`config.mk`:
```
export PLATFORM = sky130hd
export DESIGN_NAME = btbc_exec
export DESIGN_NICKNAME = d
export VERILOG_FILES = /design/src/pkg/btbc_pkg.sv /design/src/logic/btbc_qgen.sv /design/src/logic/btbc_exec.sv
export SDC_FILE = /design/constraint.sdc
export NUM_CORES = 1
export LEC_CHECK = 0
export BUFFER_PORTS_ARGS = -buffer_cell sky130_fd_sc_hd__buf_2
export CAP_MARGIN = 20
export CORE_MARGIN = 1
export CORE_UTILIZATION = 23
export CTS_CLUSTER_DIAMETER = 120
export CTS_CLUSTER_SIZE = 28
export DETAILED_ROUTE_END_ITERATION = 10
export PLACE_DENSITY = 0.44
export SLEW_MARGIN = 20
export SYNTH_ARGS = -nofsm -noshare
export SYNTH_HDL_FRONTEND = slang
export SYNTH_SLANG_ARGS = --single-unit
```
`constraint.sdc`:
```
create_clock -name ref_clk_in -period 8.1 [get_ports ref_clk_in]
set_clock_uncertainty 0.1 [all_clocks]
set_input_delay 0.405 -clock ref_clk_in [delete_from_list [all_inputs] [get_ports ref_clk_in]]
set_output_delay 0.405 -clock ref_clk_in [all_outputs]
set_load 0.005 [all_outputs]
```
`src/pkg/btbc_pkg.sv`:
```
package btbc_pkg;

	// ****************************************
	// Quarter-cycle timing
	// ****************************************
	localparam int CLK_PERIOD_NS = 8;
	localparam int Q_DIV = 2;
	localparam logic [3:0] Q_DIV_LAST = 4'(Q_DIV - 1);
	localparam logic [1:0] Q1_IDX = 2'h0;
	localparam logic [1:0] Q2_IDX = 2'h1;
	localparam logic [1:0] Q3_IDX = 2'h2;
	localparam logic [1:0] Q4_IDX = 2'h3;

	// ****************************************
	// Opcodes and fields
	// ****************************************
	localparam logic [3:0] OP_TOGGLE = 4'h7;
	localparam logic [7:0] OP_BR_OVF = 8'hE4;
	localparam logic [7:0] OP_BR_ZERO = 8'hE0;
	localparam logic [6:0] OP_CALL = 7'h76;
	localparam logic [3:0] OP_SECOND = 4'hF;
	localparam int BIT_SEL_LSB = 9;
	localparam int BANK_MODE_BIT = 8;
	localparam int SAVE_BIT = 8;
	localparam logic [7:0] IDX_MAX = 8'h5F;
	localparam logic [7:0] ACC_SPLIT = 8'h60;
	localparam logic [3:0] ACC_HI_BANK = 4'hF;
	localparam logic [3:0] ACC_LO_BANK = 4'h0;
	localparam logic [20:0] PC_STEP = 21'h00_0002;

	// ****************************************
	// Register map
	// ****************************************
	localparam logic [7:0] REG_CTRL = 8'h00;
	localparam logic [7:0] REG_BANK = 8'h04;
	localparam logic [7:0] REG_PC = 8'h08;
	localparam logic [7:0] REG_SHADOW = 8'h0C;
	localparam logic [7:0] REG_STATE = 8'h10;
	localparam int CTRL_RUN_BIT = 0;
	localparam int CTRL_EXT_BIT = 1;
	localparam logic [1:0] CTRL_RST = 2'h0;
	localparam logic [7:0] BSR_RST = 8'h00;
	localparam logic [20:0] PC_RST = 21'h00_0000;

	typedef enum logic {MODE_EXEC, MODE_IDLE} btbc_mode_e;

endpackage : btbc_pkg

```
`src/logic/btbc_qgen.sv`:
```
`timescale 1ns/1ps
module btbc_qgen
	import btbc_pkg::*;
(
	// Clock and reset
	input wire logic ref_clk_in,
	input wire logic arst_n_in,
	// Control
	input wire logic run_in,
	// Quarter phase
	output logic tick_out,
	output logic [1:0] quarter_out
);

	typedef struct packed {
		logic [3:0] div;
		logic [1:0] q;
	} btbc_qgen_s;

	btbc_qgen_s q_reg;
	btbc_qgen_s q_next;

	always_comb begin
		q_next = q_reg;
		tick_out = run_in && (q_reg.div == Q_DIV_LAST);
		if (!run_in) begin
			// Restart at the first quarter
			q_next = '0;
		end else if (tick_out) begin
			q_next.div = 4'h0;
			q_next.q = q_reg.q + 2'h1;
		end else begin
			q_next.div = q_reg.div + 4'h1;
		end
	end

	always_ff @(posedge ref_clk_in or negedge arst_n_in) begin
		if (!arst_n_in) begin
			q_reg <= '0;
		end else begin
			q_reg <= q_next;
		end
	end

	assign quarter_out = q_reg.q;

endmodule : btbc_qgen

```
`src/logic/btbc_exec.sv`:
```
// Decided for this implementation: the register offsets and the APB register port.
`timescale 1ns/1ps
module btbc_exec
	import btbc_pkg::*;
(
	// Clock and reset
	input wire logic ref_clk_in,
	input wire logic arst_n_in,
	// APB slave
	input wire logic [7:0] paddr_in,
	input wire logic psel_in,
	input wire logic penable_in,
	input wire logic pwrite_in,
	input wire logic [31:0] pwdata_in,
	output logic [31:0] prdata_out,
	output logic pready_out,
	output logic pslverr_out,
	// Program memory
	output logic [20:0] pmem_addr_out,
	input wire logic [15:0] pmem_data_in,
	// Data memory
	output logic [11:0] dmem_addr_out,
	output logic dmem_rd_out,
	input wire logic [7:0] dmem_rdata_in,
	output logic dmem_we_out,
	output logic [7:0] dmem_wdata_out,
	// Core state
	input wire logic [7:0] w_in,
	input wire logic [7:0] status_in,
	input wire logic ovf_flag_in,
	input wire logic zero_flag_in,
	input wire logic [11:0] fsr2_in,
	// Return stack
	output logic stack_push_out,
	output logic [20:0] stack_data_out
);

	// ****************************************
	// Decode helpers
	// ****************************************
	function automatic logic is_toggle(input logic [15:0] ir);
		return ir[15:12] == OP_TOGGLE;
	endfunction : is_toggle

	function automatic logic is_branch(input logic [15:0] ir);
		return (ir[15:8] == OP_BR_OVF) || (ir[15:8] == OP_BR_ZERO);
	endfunction : is_branch

	function automatic logic is_call(input logic [15:0] ir);
		return ir[15:9] == OP_CALL;
	endfunction : is_call

	function automatic logic branch_cond(input logic [15:0] ir, input logic ovf, input logic zero);
		return (ir[15:8] == OP_BR_OVF) ? ovf : zero;
	endfunction : branch_cond

	function automatic logic [20:0] branch_off(input logic [15:0] ir);
		return {{12{ir[7]}}, ir[7:0], 1'b0};
	endfunction : branch_off

	function automatic logic [7:0] bit_mask(input logic [15:0] ir);
		return 8'h01 << ir[BIT_SEL_LSB +: 3];
	endfunction : bit_mask

	function automatic logic [11:0] data_addr(input logic [7:0] f, input logic a, input logic ext,
			input logic [7:0] bank_select_reg, input logic [11:0] fsr2);
		if (a) begin
			return {bank_select_reg[3:0], f};
		end else if (ext && (f <= IDX_MAX)) begin
			return fsr2 + {4'h0, f};
		end else if (f < ACC_SPLIT) begin
			return {ACC_LO_BANK, f};
		end else begin
			return {ACC_HI_BANK, f};
		end
	endfunction : data_addr

	// ****************************************
	// State
	// ****************************************
	typedef struct packed {
		logic [20:0] pc;
		logic [15:0] ir;
		logic [7:0] rd_data;
		logic [7:0] data;
		logic [20:0] target;
		logic taken;
		btbc_mode_e mode;
		logic [7:0] ws;
		logic [7:0] ss;
		logic [7:0] bs;
		logic [7:0] bank_select_reg;
		logic run;
		logic ext;
		logic [31:0] prdata;
		logic pslverr;
		logic [11:0] daddr;
		logic drd;
		logic dwe;
		logic [7:0] dwdata;
		logic push;
		logic [20:0] sdata;
	} btbc_state_s;

	btbc_state_s r_reg;
	btbc_state_s r_next;
	logic tick;
	logic [1:0] quarter;
	logic ex;
	logic apb_setup;
	logic apb_wr;
	logic mapped;

	btbc_qgen u_qgen (
		.ref_clk_in(ref_clk_in),
		.arst_n_in(arst_n_in),
		.run_in(r_reg.run),
		.tick_out(tick),
		.quarter_out(quarter)
	);

	assign ex = tick && (r_reg.mode == MODE_EXEC);
	assign apb_setup = psel_in && !penable_in;
	assign apb_wr = psel_in && penable_in && pwrite_in;
	assign mapped = (paddr_in == REG_CTRL) || (paddr_in == REG_BANK) || (paddr_in == REG_PC) ||
		(paddr_in == REG_SHADOW) || (paddr_in == REG_STATE);

	// ****************************************
	// Next state
	// ****************************************
	always_comb begin
		r_next = r_reg;
		r_next.drd = 1'b0;
		r_next.dwe = 1'b0;
		r_next.push = 1'b0;
		if (tick && (r_reg.mode == MODE_IDLE) && (quarter == Q4_IDX)) begin
			// Idle cycle ends; no fetch was made in it
			r_next.mode = MODE_EXEC;
		end
		if (ex) begin
			case (quarter)
				Q1_IDX: begin
					r_next.ir = pmem_data_in;
					r_next.pc = r_reg.pc + PC_STEP;
				end
				Q2_IDX: begin
					if (is_toggle(r_reg.ir)) begin
						r_next.daddr = data_addr(r_reg.ir[7:0], r_reg.ir[BANK_MODE_BIT], r_reg.ext,
							r_reg.bank_select_reg, fsr2_in);
						r_next.drd = 1'b1;
					end
				end
				Q3_IDX: begin
					if (is_toggle(r_reg.ir)) begin
						r_next.rd_data = dmem_rdata_in;
						r_next.data = dmem_rdata_in ^ bit_mask(r_reg.ir);
					end
					if (is_branch(r_reg.ir)) begin
						r_next.taken = branch_cond(r_reg.ir, ovf_flag_in, zero_flag_in);
						r_next.target = r_reg.pc + branch_off(r_reg.ir);
					end
					if (is_call(r_reg.ir)) begin
						r_next.push = 1'b1;
						r_next.sdata = r_reg.pc + PC_STEP;
						if (r_reg.ir[SAVE_BIT]) begin
							r_next.ws = w_in;
							r_next.ss = status_in;
							r_next.bs = r_reg.bank_select_reg;
						end
					end
				end
				Q4_IDX: begin
					if (is_toggle(r_reg.ir)) begin
						r_next.dwe = 1'b1;
						r_next.dwdata = r_reg.data;
					end
					if (is_branch(r_reg.ir) && r_reg.taken) begin
						r_next.pc = r_reg.target;
						r_next.mode = MODE_IDLE;
					end
					if (is_call(r_reg.ir)) begin
						// Second word sits at the current counter
						r_next.pc = {pmem_data_in[11:0], r_reg.ir[7:0], 1'b0};
						r_next.mode = MODE_IDLE;
					end
				end
				default: begin
					r_next.drd = 1'b0;
				end
			endcase
			// Lone second call word and other opcodes fall through untouched
		end
		// Register bus
		if (apb_setup) begin
			r_next.pslverr = !mapped;
			case (paddr_in)
				REG_CTRL: r_next.prdata = {30'h0, r_reg.ext, r_reg.run};
				REG_BANK: r_next.prdata = {24'h00_0000, r_reg.bank_select_reg};
				REG_PC: r_next.prdata = {11'h000, r_reg.pc};
				REG_SHADOW: r_next.prdata = {8'h00, r_reg.bs, r_reg.ss, r_reg.ws};
				REG_STATE: r_next.prdata = {15'h0000, (r_reg.mode == MODE_IDLE), r_reg.ir};
				default: r_next.prdata = 32'h0000_0000;
			endcase
		end
		if (apb_wr) begin
			case (paddr_in)
				REG_CTRL: begin
					r_next.run = pwdata_in[CTRL_RUN_BIT];
					r_next.ext = pwdata_in[CTRL_EXT_BIT];
				end
				REG_BANK: r_next.bank_select_reg = pwdata_in[7:0];
				REG_PC: r_next.pc = {pwdata_in[20:1], 1'b0};
				default: r_next.pslverr = r_reg.pslverr;
			endcase
		end
	end

	always_ff @(posedge ref_clk_in or negedge arst_n_in) begin
		if (!arst_n_in) begin
			r_reg <= '0;
			r_reg.pc <= PC_RST;
			r_reg.bank_select_reg <= BSR_RST;
			r_reg.run <= CTRL_RST[CTRL_RUN_BIT];
			r_reg.ext <= CTRL_RST[CTRL_EXT_BIT];
			r_reg.mode <= MODE_EXEC;
		end else begin
			r_reg <= r_next;
		end
	end

	// ****************************************
	// Outputs
	// ****************************************
	assign prdata_out = r_reg.prdata;
	assign pready_out = 1'b1;
	assign pslverr_out = r_reg.pslverr && psel_in && penable_in;
	assign pmem_addr_out = r_reg.pc;
	assign dmem_addr_out = r_reg.daddr;
	assign dmem_rd_out = r_reg.drd;
	assign dmem_we_out = r_reg.dwe;
	assign dmem_wdata_out = r_reg.dwdata;
	assign stack_push_out = r_reg.push;
	assign stack_data_out = r_reg.sdata;

	// ****************************************
	// Assertions
	// ****************************************
	logic [11:0] pmem_hi;
	logic [23:0] shadows;
	assign pmem_hi = pmem_data_in[11:0];
	assign shadows = {r_reg.ws, r_reg.ss, r_reg.bs};
endmodule : btbc_exec

```
==> results of run 1 <==
[layer usage]
layer | vias to the layer above | global-route usage [%] | routed length [um] | share of wire (%)
li1 | 3879 | - | - | -
met1 | 4068 | 20.44 | 16450 | 45
met2 | 280 | 26.00 | 17190 | 47
met3 | 55 | 3.567 | 2049 | 5.5
met4 | 10 | 6.879 | 1200 | 3.2
met5 | - | 0 | 55 | 0.15
[path summary, 6_finish.rpt]
path	startpoint	to	slack (ns)	cells after the start
max	pmem_addr_out[1]$_DFF_PN0_	r_reg[128]$_DFFE_PN0P_	5.06	8
min	pmem_data_in[14]	r_reg[164]$_DFFE_PN0P_	0.08	2
max reg2reg	pmem_addr_out[1]$_DFF_PN0_	r_reg[128]$_DFFE_PN0P_	5.06	8
min reg2reg	prdata_out[23]$_DFFE_PN0P_	prdata_out[23]$_DFFE_PN0P_	0.37	2
max in group asynchronous	arst_n_in	prdata_out[6]$_DFFE_PN0P_	6.24	3
min in group asynchronous	arst_n_in	dmem_addr_out[0]$_DFFE_PN0P_	0.35	2
[cell families (layout without fill, tap and decap cells)]
| kind of cell | count (synthesis) | in the layout | synth area share, % |
|---|---|---|---|
| muxes | 82 | 82 | 8.771 |
| and+or+nand+nor | 284 | 284 | 13.60 |
| AOI/OAI and AO/OA | 263 | 263 | 16.93 |
| other | 2 | 9 | 0.07192 |
| xor gates and xnor gates | 47 | 47 | 3.942 |
| DFF | 177 | 177 | 42.42 |
| buffers and inverters | 171 | 243 | 9.813 |
| adders and majority gates | 36 | 36 | 4.457 |
[stage by stage]
step	total power [mW]	area (um^2)	worst slack, ns	hold slack, ns
after detailed placement	1.146	11270	4.867	0.2939
after CTS	2.048	11890	4.841	0.05511
final	2.013	11890	5.058	0.08450
after global placement	1.144	11270	4.883	0.2890
after global routing	2.093	11890	4.891	0.07124
after floorplan	1.046	10470	5.563	0.009409
[area by class of cell]
| cell class | count | area (um^2) | area share [%] |
|---|---|---|---|
| Clock buffer | 17 | 425.4 | 3.577 |
| Clock inverter | 15 | 186.4 | 1.568 |
| Inverter | 21 | 78.83 | 0.6628 |
| Multi-Input combinational cell | 721 | 5037 | 42.36 |
| Sequential cell | 177 | 4429 | 37.24 |
| Tap cell | 592 | 740.7 | 6.228 |
| Timing Repair Buffer | 190 | 994.7 | 8.364 |
[worst max-delay path, cell delays in order (launching register included)]
cell      delay, ns
dfrtp_1        0.52
ha_1           0.31
fa_1           0.44
a211oi_1       0.25
o31ai_1        0.18
o21ai_1        0.34
a21oi_1        0.18
or2_2          0.31
a221o_1        0.30
[cells in the mapped netlist, types with 4 or more instances]
cell / count / area share [%]
ha_1: 34 / 4.1
clkbuf_1: 38 / 1.4
mux2_2: 76 / 8.2
and3_1: 6 / 0.36
a21oi_1: 70 / 3.4
buf_4: 95 / 6.8
nand3_1: 26 / 1.2
nand4_1: 7 / 0.42
and2_1: 9 / 0.54
o21a_1: 12 / 0.86
buf_2: 14 / 0.67
a22o_1: 11 / 0.92
o21ai_0: 57 / 2.7
nand4b_1: 4 / 0.34
nand2b_1: 4 / 0.24
nor2_1: 76 / 2.7
a211oi_1: 8 / 0.58
o31ai_1: 8 / 0.58
xor2_1: 19 / 1.6
xnor2_1: 28 / 2.3
nor2b_1: 5 / 0.30
dfrtp_1: 177 / 42
a31oi_1: 8 / 0.48
nor3_1: 21 / 1.0
mux2i_1: 6 / 0.58
a21o_1: 15 / 1.1
nand2_1: 91 / 3.3
o22ai_1: 5 / 0.30
a22oi_1: 18 / 1.3
a221oi_1: 5 / 0.42
a222oi_1: 22 / 2.1
or3_1: 6 / 0.36
nor3b_1: 4 / 0.29
inv_1: 21 / 0.75
[where the power goes]
part	internal [mW]	switching [mW]	total (mW)
clock	0.471	0.414	0.885
sequential	0.895	0.0261	0.921
combinational	0.0806	0.126	0.206
==> impl_results.md, run 1 <==
- CTS tree: yes
- Leak Pwr: 5.354 nW
- Final max-slew violation count: 0
- Via Count: 8,292
- Crit path launch type: flop
- Worst-Margin Slew: 1.028 ns
- Status: finished clean
- Fillers: 4,810
- Maximum clock rate: 0.3288 GHz
- Layout Cells excl Fill: 1,733
- Critical path class: reg -> reg
- Top FF cell, synth: dfrtp_1
- Syn Area/Cell: 9.833 um^2
- Worst Setup End Kind: flop
- CTS Buf Count: 17
- Nets: 1,263
- Mapped Area: 10,440 um^2
- Die Area: 46,260 um^2
- # hold bufs at CTS: 1
- Commonest non-fill, non-tap cell in the layout: dfrtp_1
- Seq cells post-synth: 177
- EDFF count, synth: 0
- Chip Width: 215.1 um
- Final core utilization: 26.72%
- Initial Util: 23.46%
- Placed cells: 1,700
- Tcrit/Tclk final: 37.55%
- Drt drc: 0
- Number of distinct library cells after synthesis: 73
- Port bufs: 177
- Gr ovfl total: 0
- DRT Pass-1 Iters: 7
- RSZ-0062 raised after global routing: no
- Hold Vio Cnt, Final: 0
- Final wirelength: 36.94 mm
- Req. time, crit path: 8.34 ns
- Core Area: 44,510 um^2
- First-pass GRT wire length: 54.58 mm
- GR Util All Layers: 16.03%
- # IOs: 198
- Initial antenna violation count: 5
- Vias in the first global route: 8,289
- Max FFs per register: 82
- Share of layout cells above drive strength 1: 27.70%
- CP Data Arrival Time: 3.28 ns
- # H-tree levels: 4
- Max_cap viols: 0
- Inserted Diodes: 0
- DR iter-0 viols: 627
- Antenna-violating nets left: 0
- Post-synth ARST share: 100.0%
- Commonest non-fill, non-tap cells in the layout: dfrtp_1, buf_2, nand2_1
- Dpl hpwl: 27.68 mm
- Largest net degree at the start of global routing: 67
- Worst hold path type: in -> reg
- Pwr per Cell Area: 169.2 nW/um^2
- # setup viols final: 0
- Post-CTS setup buffer count: 0
- Seq/Total Area, Yosys: 42.42%
- Clock latency on the worst-skew pair: 0.46 ns
- Wire length per cell: 21.31 um
- Max-slew headroom: 31.48%
- Tmin final: 3.042 ns
- Placer Congestion: 0.8535
- DR vias/cell: 4.785
- Largest fanout on the critical path: 7
- Clock slew at reported path FFs: 0.07 ns
- Synth warn: 0
- Num rows: 77
- Synthesis-to-finish area growth: 13.89%
- Post-Route Setup TNS: 0 ns
- Post-synthesis cell count: 1,062
- Die height: 215.1 um
- Max clock buf depth: 2
- PostCTS Resize Cnt: 0
- Worst vdd ir: 0.1346 mV
- Clock Sinks: 177
- Root buffer cell: clkbuf_16
Power figures use the tool's default switching activity.
==> inputs of run 2 (changes only) <==
clock period = 3 ns   (was 8.1 ns; I/O delays follow)
==> run 2 against run 1 <==
Effect of this change:
- routed wire length up 4.8%
- sequential cell count stayed put
- cell area is 8.3% higher
- global-route usage rose by 0.92 points
- via count increased by 4.6%
==> impl_results.md, run 2 (synthesis gave the netlist of run 1 again) <==
- Status: finished clean (unchanged)
- Worst Setup End Kind: flop (unchanged)
- Die Area: 46,260 um^2 (unchanged)
- Vias in the first global route: 8,831 (was 8,289)
- Tot Pwr: 5.559 mW (was 2.013 mW)
- Die height: 215.1 um (unchanged)
- Worst r2r src: pmem_addr_out[1]$_DFF_PN0_ (unchanged)
- Initial antenna violation count: 2 (was 5)
- PostCTS Resize Cnt: 0 (unchanged)
- RSZ-0062 raised after global routing: no (unchanged)
- Max_cap viols: 0 (unchanged)
- Hold path cells: 5 (was 2)
- Worst Hold End: dmem_addr_out[11]$_DFFE_PN0P_ (was r_reg[164]$_DFFE_PN0P_)
- Largest net degree at the start of global routing: 72 (was 67)
- Chip Width: 215.1 um (unchanged)
- Final wirelength: 38.70 mm (was 36.94 mm)
- Clock Sinks: 177 (unchanged)
- Worst-Margin Slew: 0.9597 ns (was 1.028 ns)
- R2R depth: 8 (unchanged)
- Critical path class: reg -> reg (unchanged)
- Req. time, crit path: 3.24 ns (was 8.34 ns)
- Worst vdd ir: 0.3233 mV (was 0.1346 mV)
- Initial Util: 23.46% (unchanged)
- Tmin final: 2.732 ns (was 3.042 ns)
- CTS Buf Count: 17 (unchanged)
- Tcrit/Tclk final: 91.05% (was 37.55%)
- # IOs: 198 (unchanged)
- Largest fanout on the critical path: 3 (was 7)
- Placer Congestion: 0.8620 (was 0.8535)
- Leak Pwr: 5.819 nW (was 5.354 nW)
- Max-slew headroom: 36.02% (was 31.48%)
- CP Data Arrival Time: 2.97 ns (was 3.28 ns)
- Commonest non-fill, non-tap cells in the layout: dfrtp_1, buf_2, nand2_1 (unchanged)
- Antenna-violating nets left: 0 (unchanged)
- Inserted Diodes: 0 (unchanged)
- DR iter-0 viols: 671 (was 627)
- Worst hold start: fsr2_in[8] (was pmem_data_in[14])
- Fillers: 4,675 (was 4,810)
- Clock slew at reported path FFs: 0.07 ns (about the same)
- DR vias/cell: 4.715 (was 4.785)
- Critical R2R Capture: r_reg[128]$_DFFE_PN0P_ (unchanged)
- Gr ovfl total: 0 (unchanged)
- Worst hold path type: in -> reg (unchanged)
- Drt drc: 0 (unchanged)
- Hold Vio Cnt, Final: 0 (unchanged)
- Max clock buf depth: 2 (unchanged)
- Core Area: 44,510 um^2 (unchanged)
- DRT Pass-1 Iters: 5 (was 7)
- CTS tree: yes (unchanged)
- Pwr per Cell Area: 431.7 nW/um^2 (was 169.2 nW/um^2)
- Synthesis-to-finish area growth: 23.30% (was 13.89%)
- Nets: 1,370 (was 1,263)
- Post-Route Setup TNS: 0 ns (unchanged)
- Final core utilization: 28.93% (was 26.72%)
- Num rows: 77 (unchanged)
- Port bufs: 177 (unchanged)
- First-pass GRT wire length: 58.13 mm (was 54.58 mm)
- # setup viols final: 0 (unchanged)
- Max FFs per register: 82 (unchanged)
- Dpl hpwl: 29.35 mm (was 27.68 mm)
- Via Count: 8,671 (was 8,292)
- Commonest non-fill, non-tap cell in the layout: dfrtp_1 (unchanged)
- Clock latency on the worst-skew pair: 0.45 ns (was 0.46 ns)
- R2R setup slack: 0.27 ns (was 5.06 ns)
- Maximum clock rate: 0.3661 GHz (was 0.3288 GHz)
- Share of layout cells above drive strength 1: 28.47% (was 27.70%)
- # H-tree levels: 4 (unchanged)
- Wire length per cell: 21.05 um (was 21.31 um)
- Crit path launch type: flop (unchanged)
- Final max-slew violation count: 0 (unchanged)
- Root buffer cell: clkbuf_16 (unchanged)
- GR Util All Layers: 16.95% (was 16.03%)
-- run 2: power by group --
| group | internal, mW | switching (mW) | leakage [nW] | total (mW) |
|---|---|---|---|---|
| registers | 2.42 | 0.0425 | 2.21 | 2.46 |
| clock network | 1.38 | 1.03 | 0.291 | 2.41 |
| logic | 0.295 | 0.391 | 3.32 | 0.685 |
-- run 2: area by class of cell --
type,count,area [um^2],area share [%]
inverters,21,78.83,0.6122
flip-flops and latches,177,4429,34.40
repair buffers,297,1973,15.32
multi-input cells,721,5032,39.08
clock buffers,20,466.7,3.625
clock inverters,11,155.1,1.205
well taps,592,740.7,5.753
-- run 2: worst max-delay path by stage --
stage                                from                     end  slack [ns]  cells past startpoint
2_1_floorplan  pmem_addr_out[1]$_DFF_PN0_  r_reg[128]$_DFFE_PN0P_        0.46                      8
3_3_place_gp   pmem_addr_out[1]$_DFF_PN0_  r_reg[128]$_DFFE_PN0P_        0.29                      8
3_5_place_dp   pmem_addr_out[1]$_DFF_PN0_  r_reg[128]$_DFFE_PN0P_        0.30                      8
4_1_cts        pmem_addr_out[1]$_DFF_PN0_  r_reg[128]$_DFFE_PN0P_        0.27                      8
5_1_grt        pmem_addr_out[1]$_DFF_PN0_  r_reg[128]$_DFFE_PN0P_        0.08                      8
6_report       pmem_addr_out[1]$_DFF_PN0_  r_reg[128]$_DFFE_PN0P_        0.27                      8
-- run 2: per-layer routing --
layer  wire length (um)  track usage [%]  vias up
met3               1990            3.326       55
met4               1198            6.430        2
met2              17900            27.17      255
met5                  8                0        -
met1              17610            22.45     4269
li1                   -                -     4090
-- run 2: repair_timing --
item	CTS	global route
setup buffers	0	0
hold endpoints to repair	134	0
hold buffers	66	0
-- run 2: stage by stage --
stage	hold slack [ns]	instance area, um^2	setup slack [ns]	cells
after floorplan	-0.2456	10470	0.4627	1069
after CTS	0.05699	12880	0.2731	1839
after global placement	0.08797	11590	0.2926	1742
after global routing	0.1055	12880	0.08060	1839
final	0.08307	12880	0.2685	1839
after detailed placement	0.09090	11590	0.2980	1742
-- run 2: critical path, cell delays in order (launching register included) --
cell and delay [ns]:
dfrtp_1 0.38, ha_1 0.24, fa_1 0.44, a211oi_1 0.28
o31ai_1 0.16, o21ai_1 0.26, a21oi_1 0.15, or2_2 0.31
a221o_1 0.30
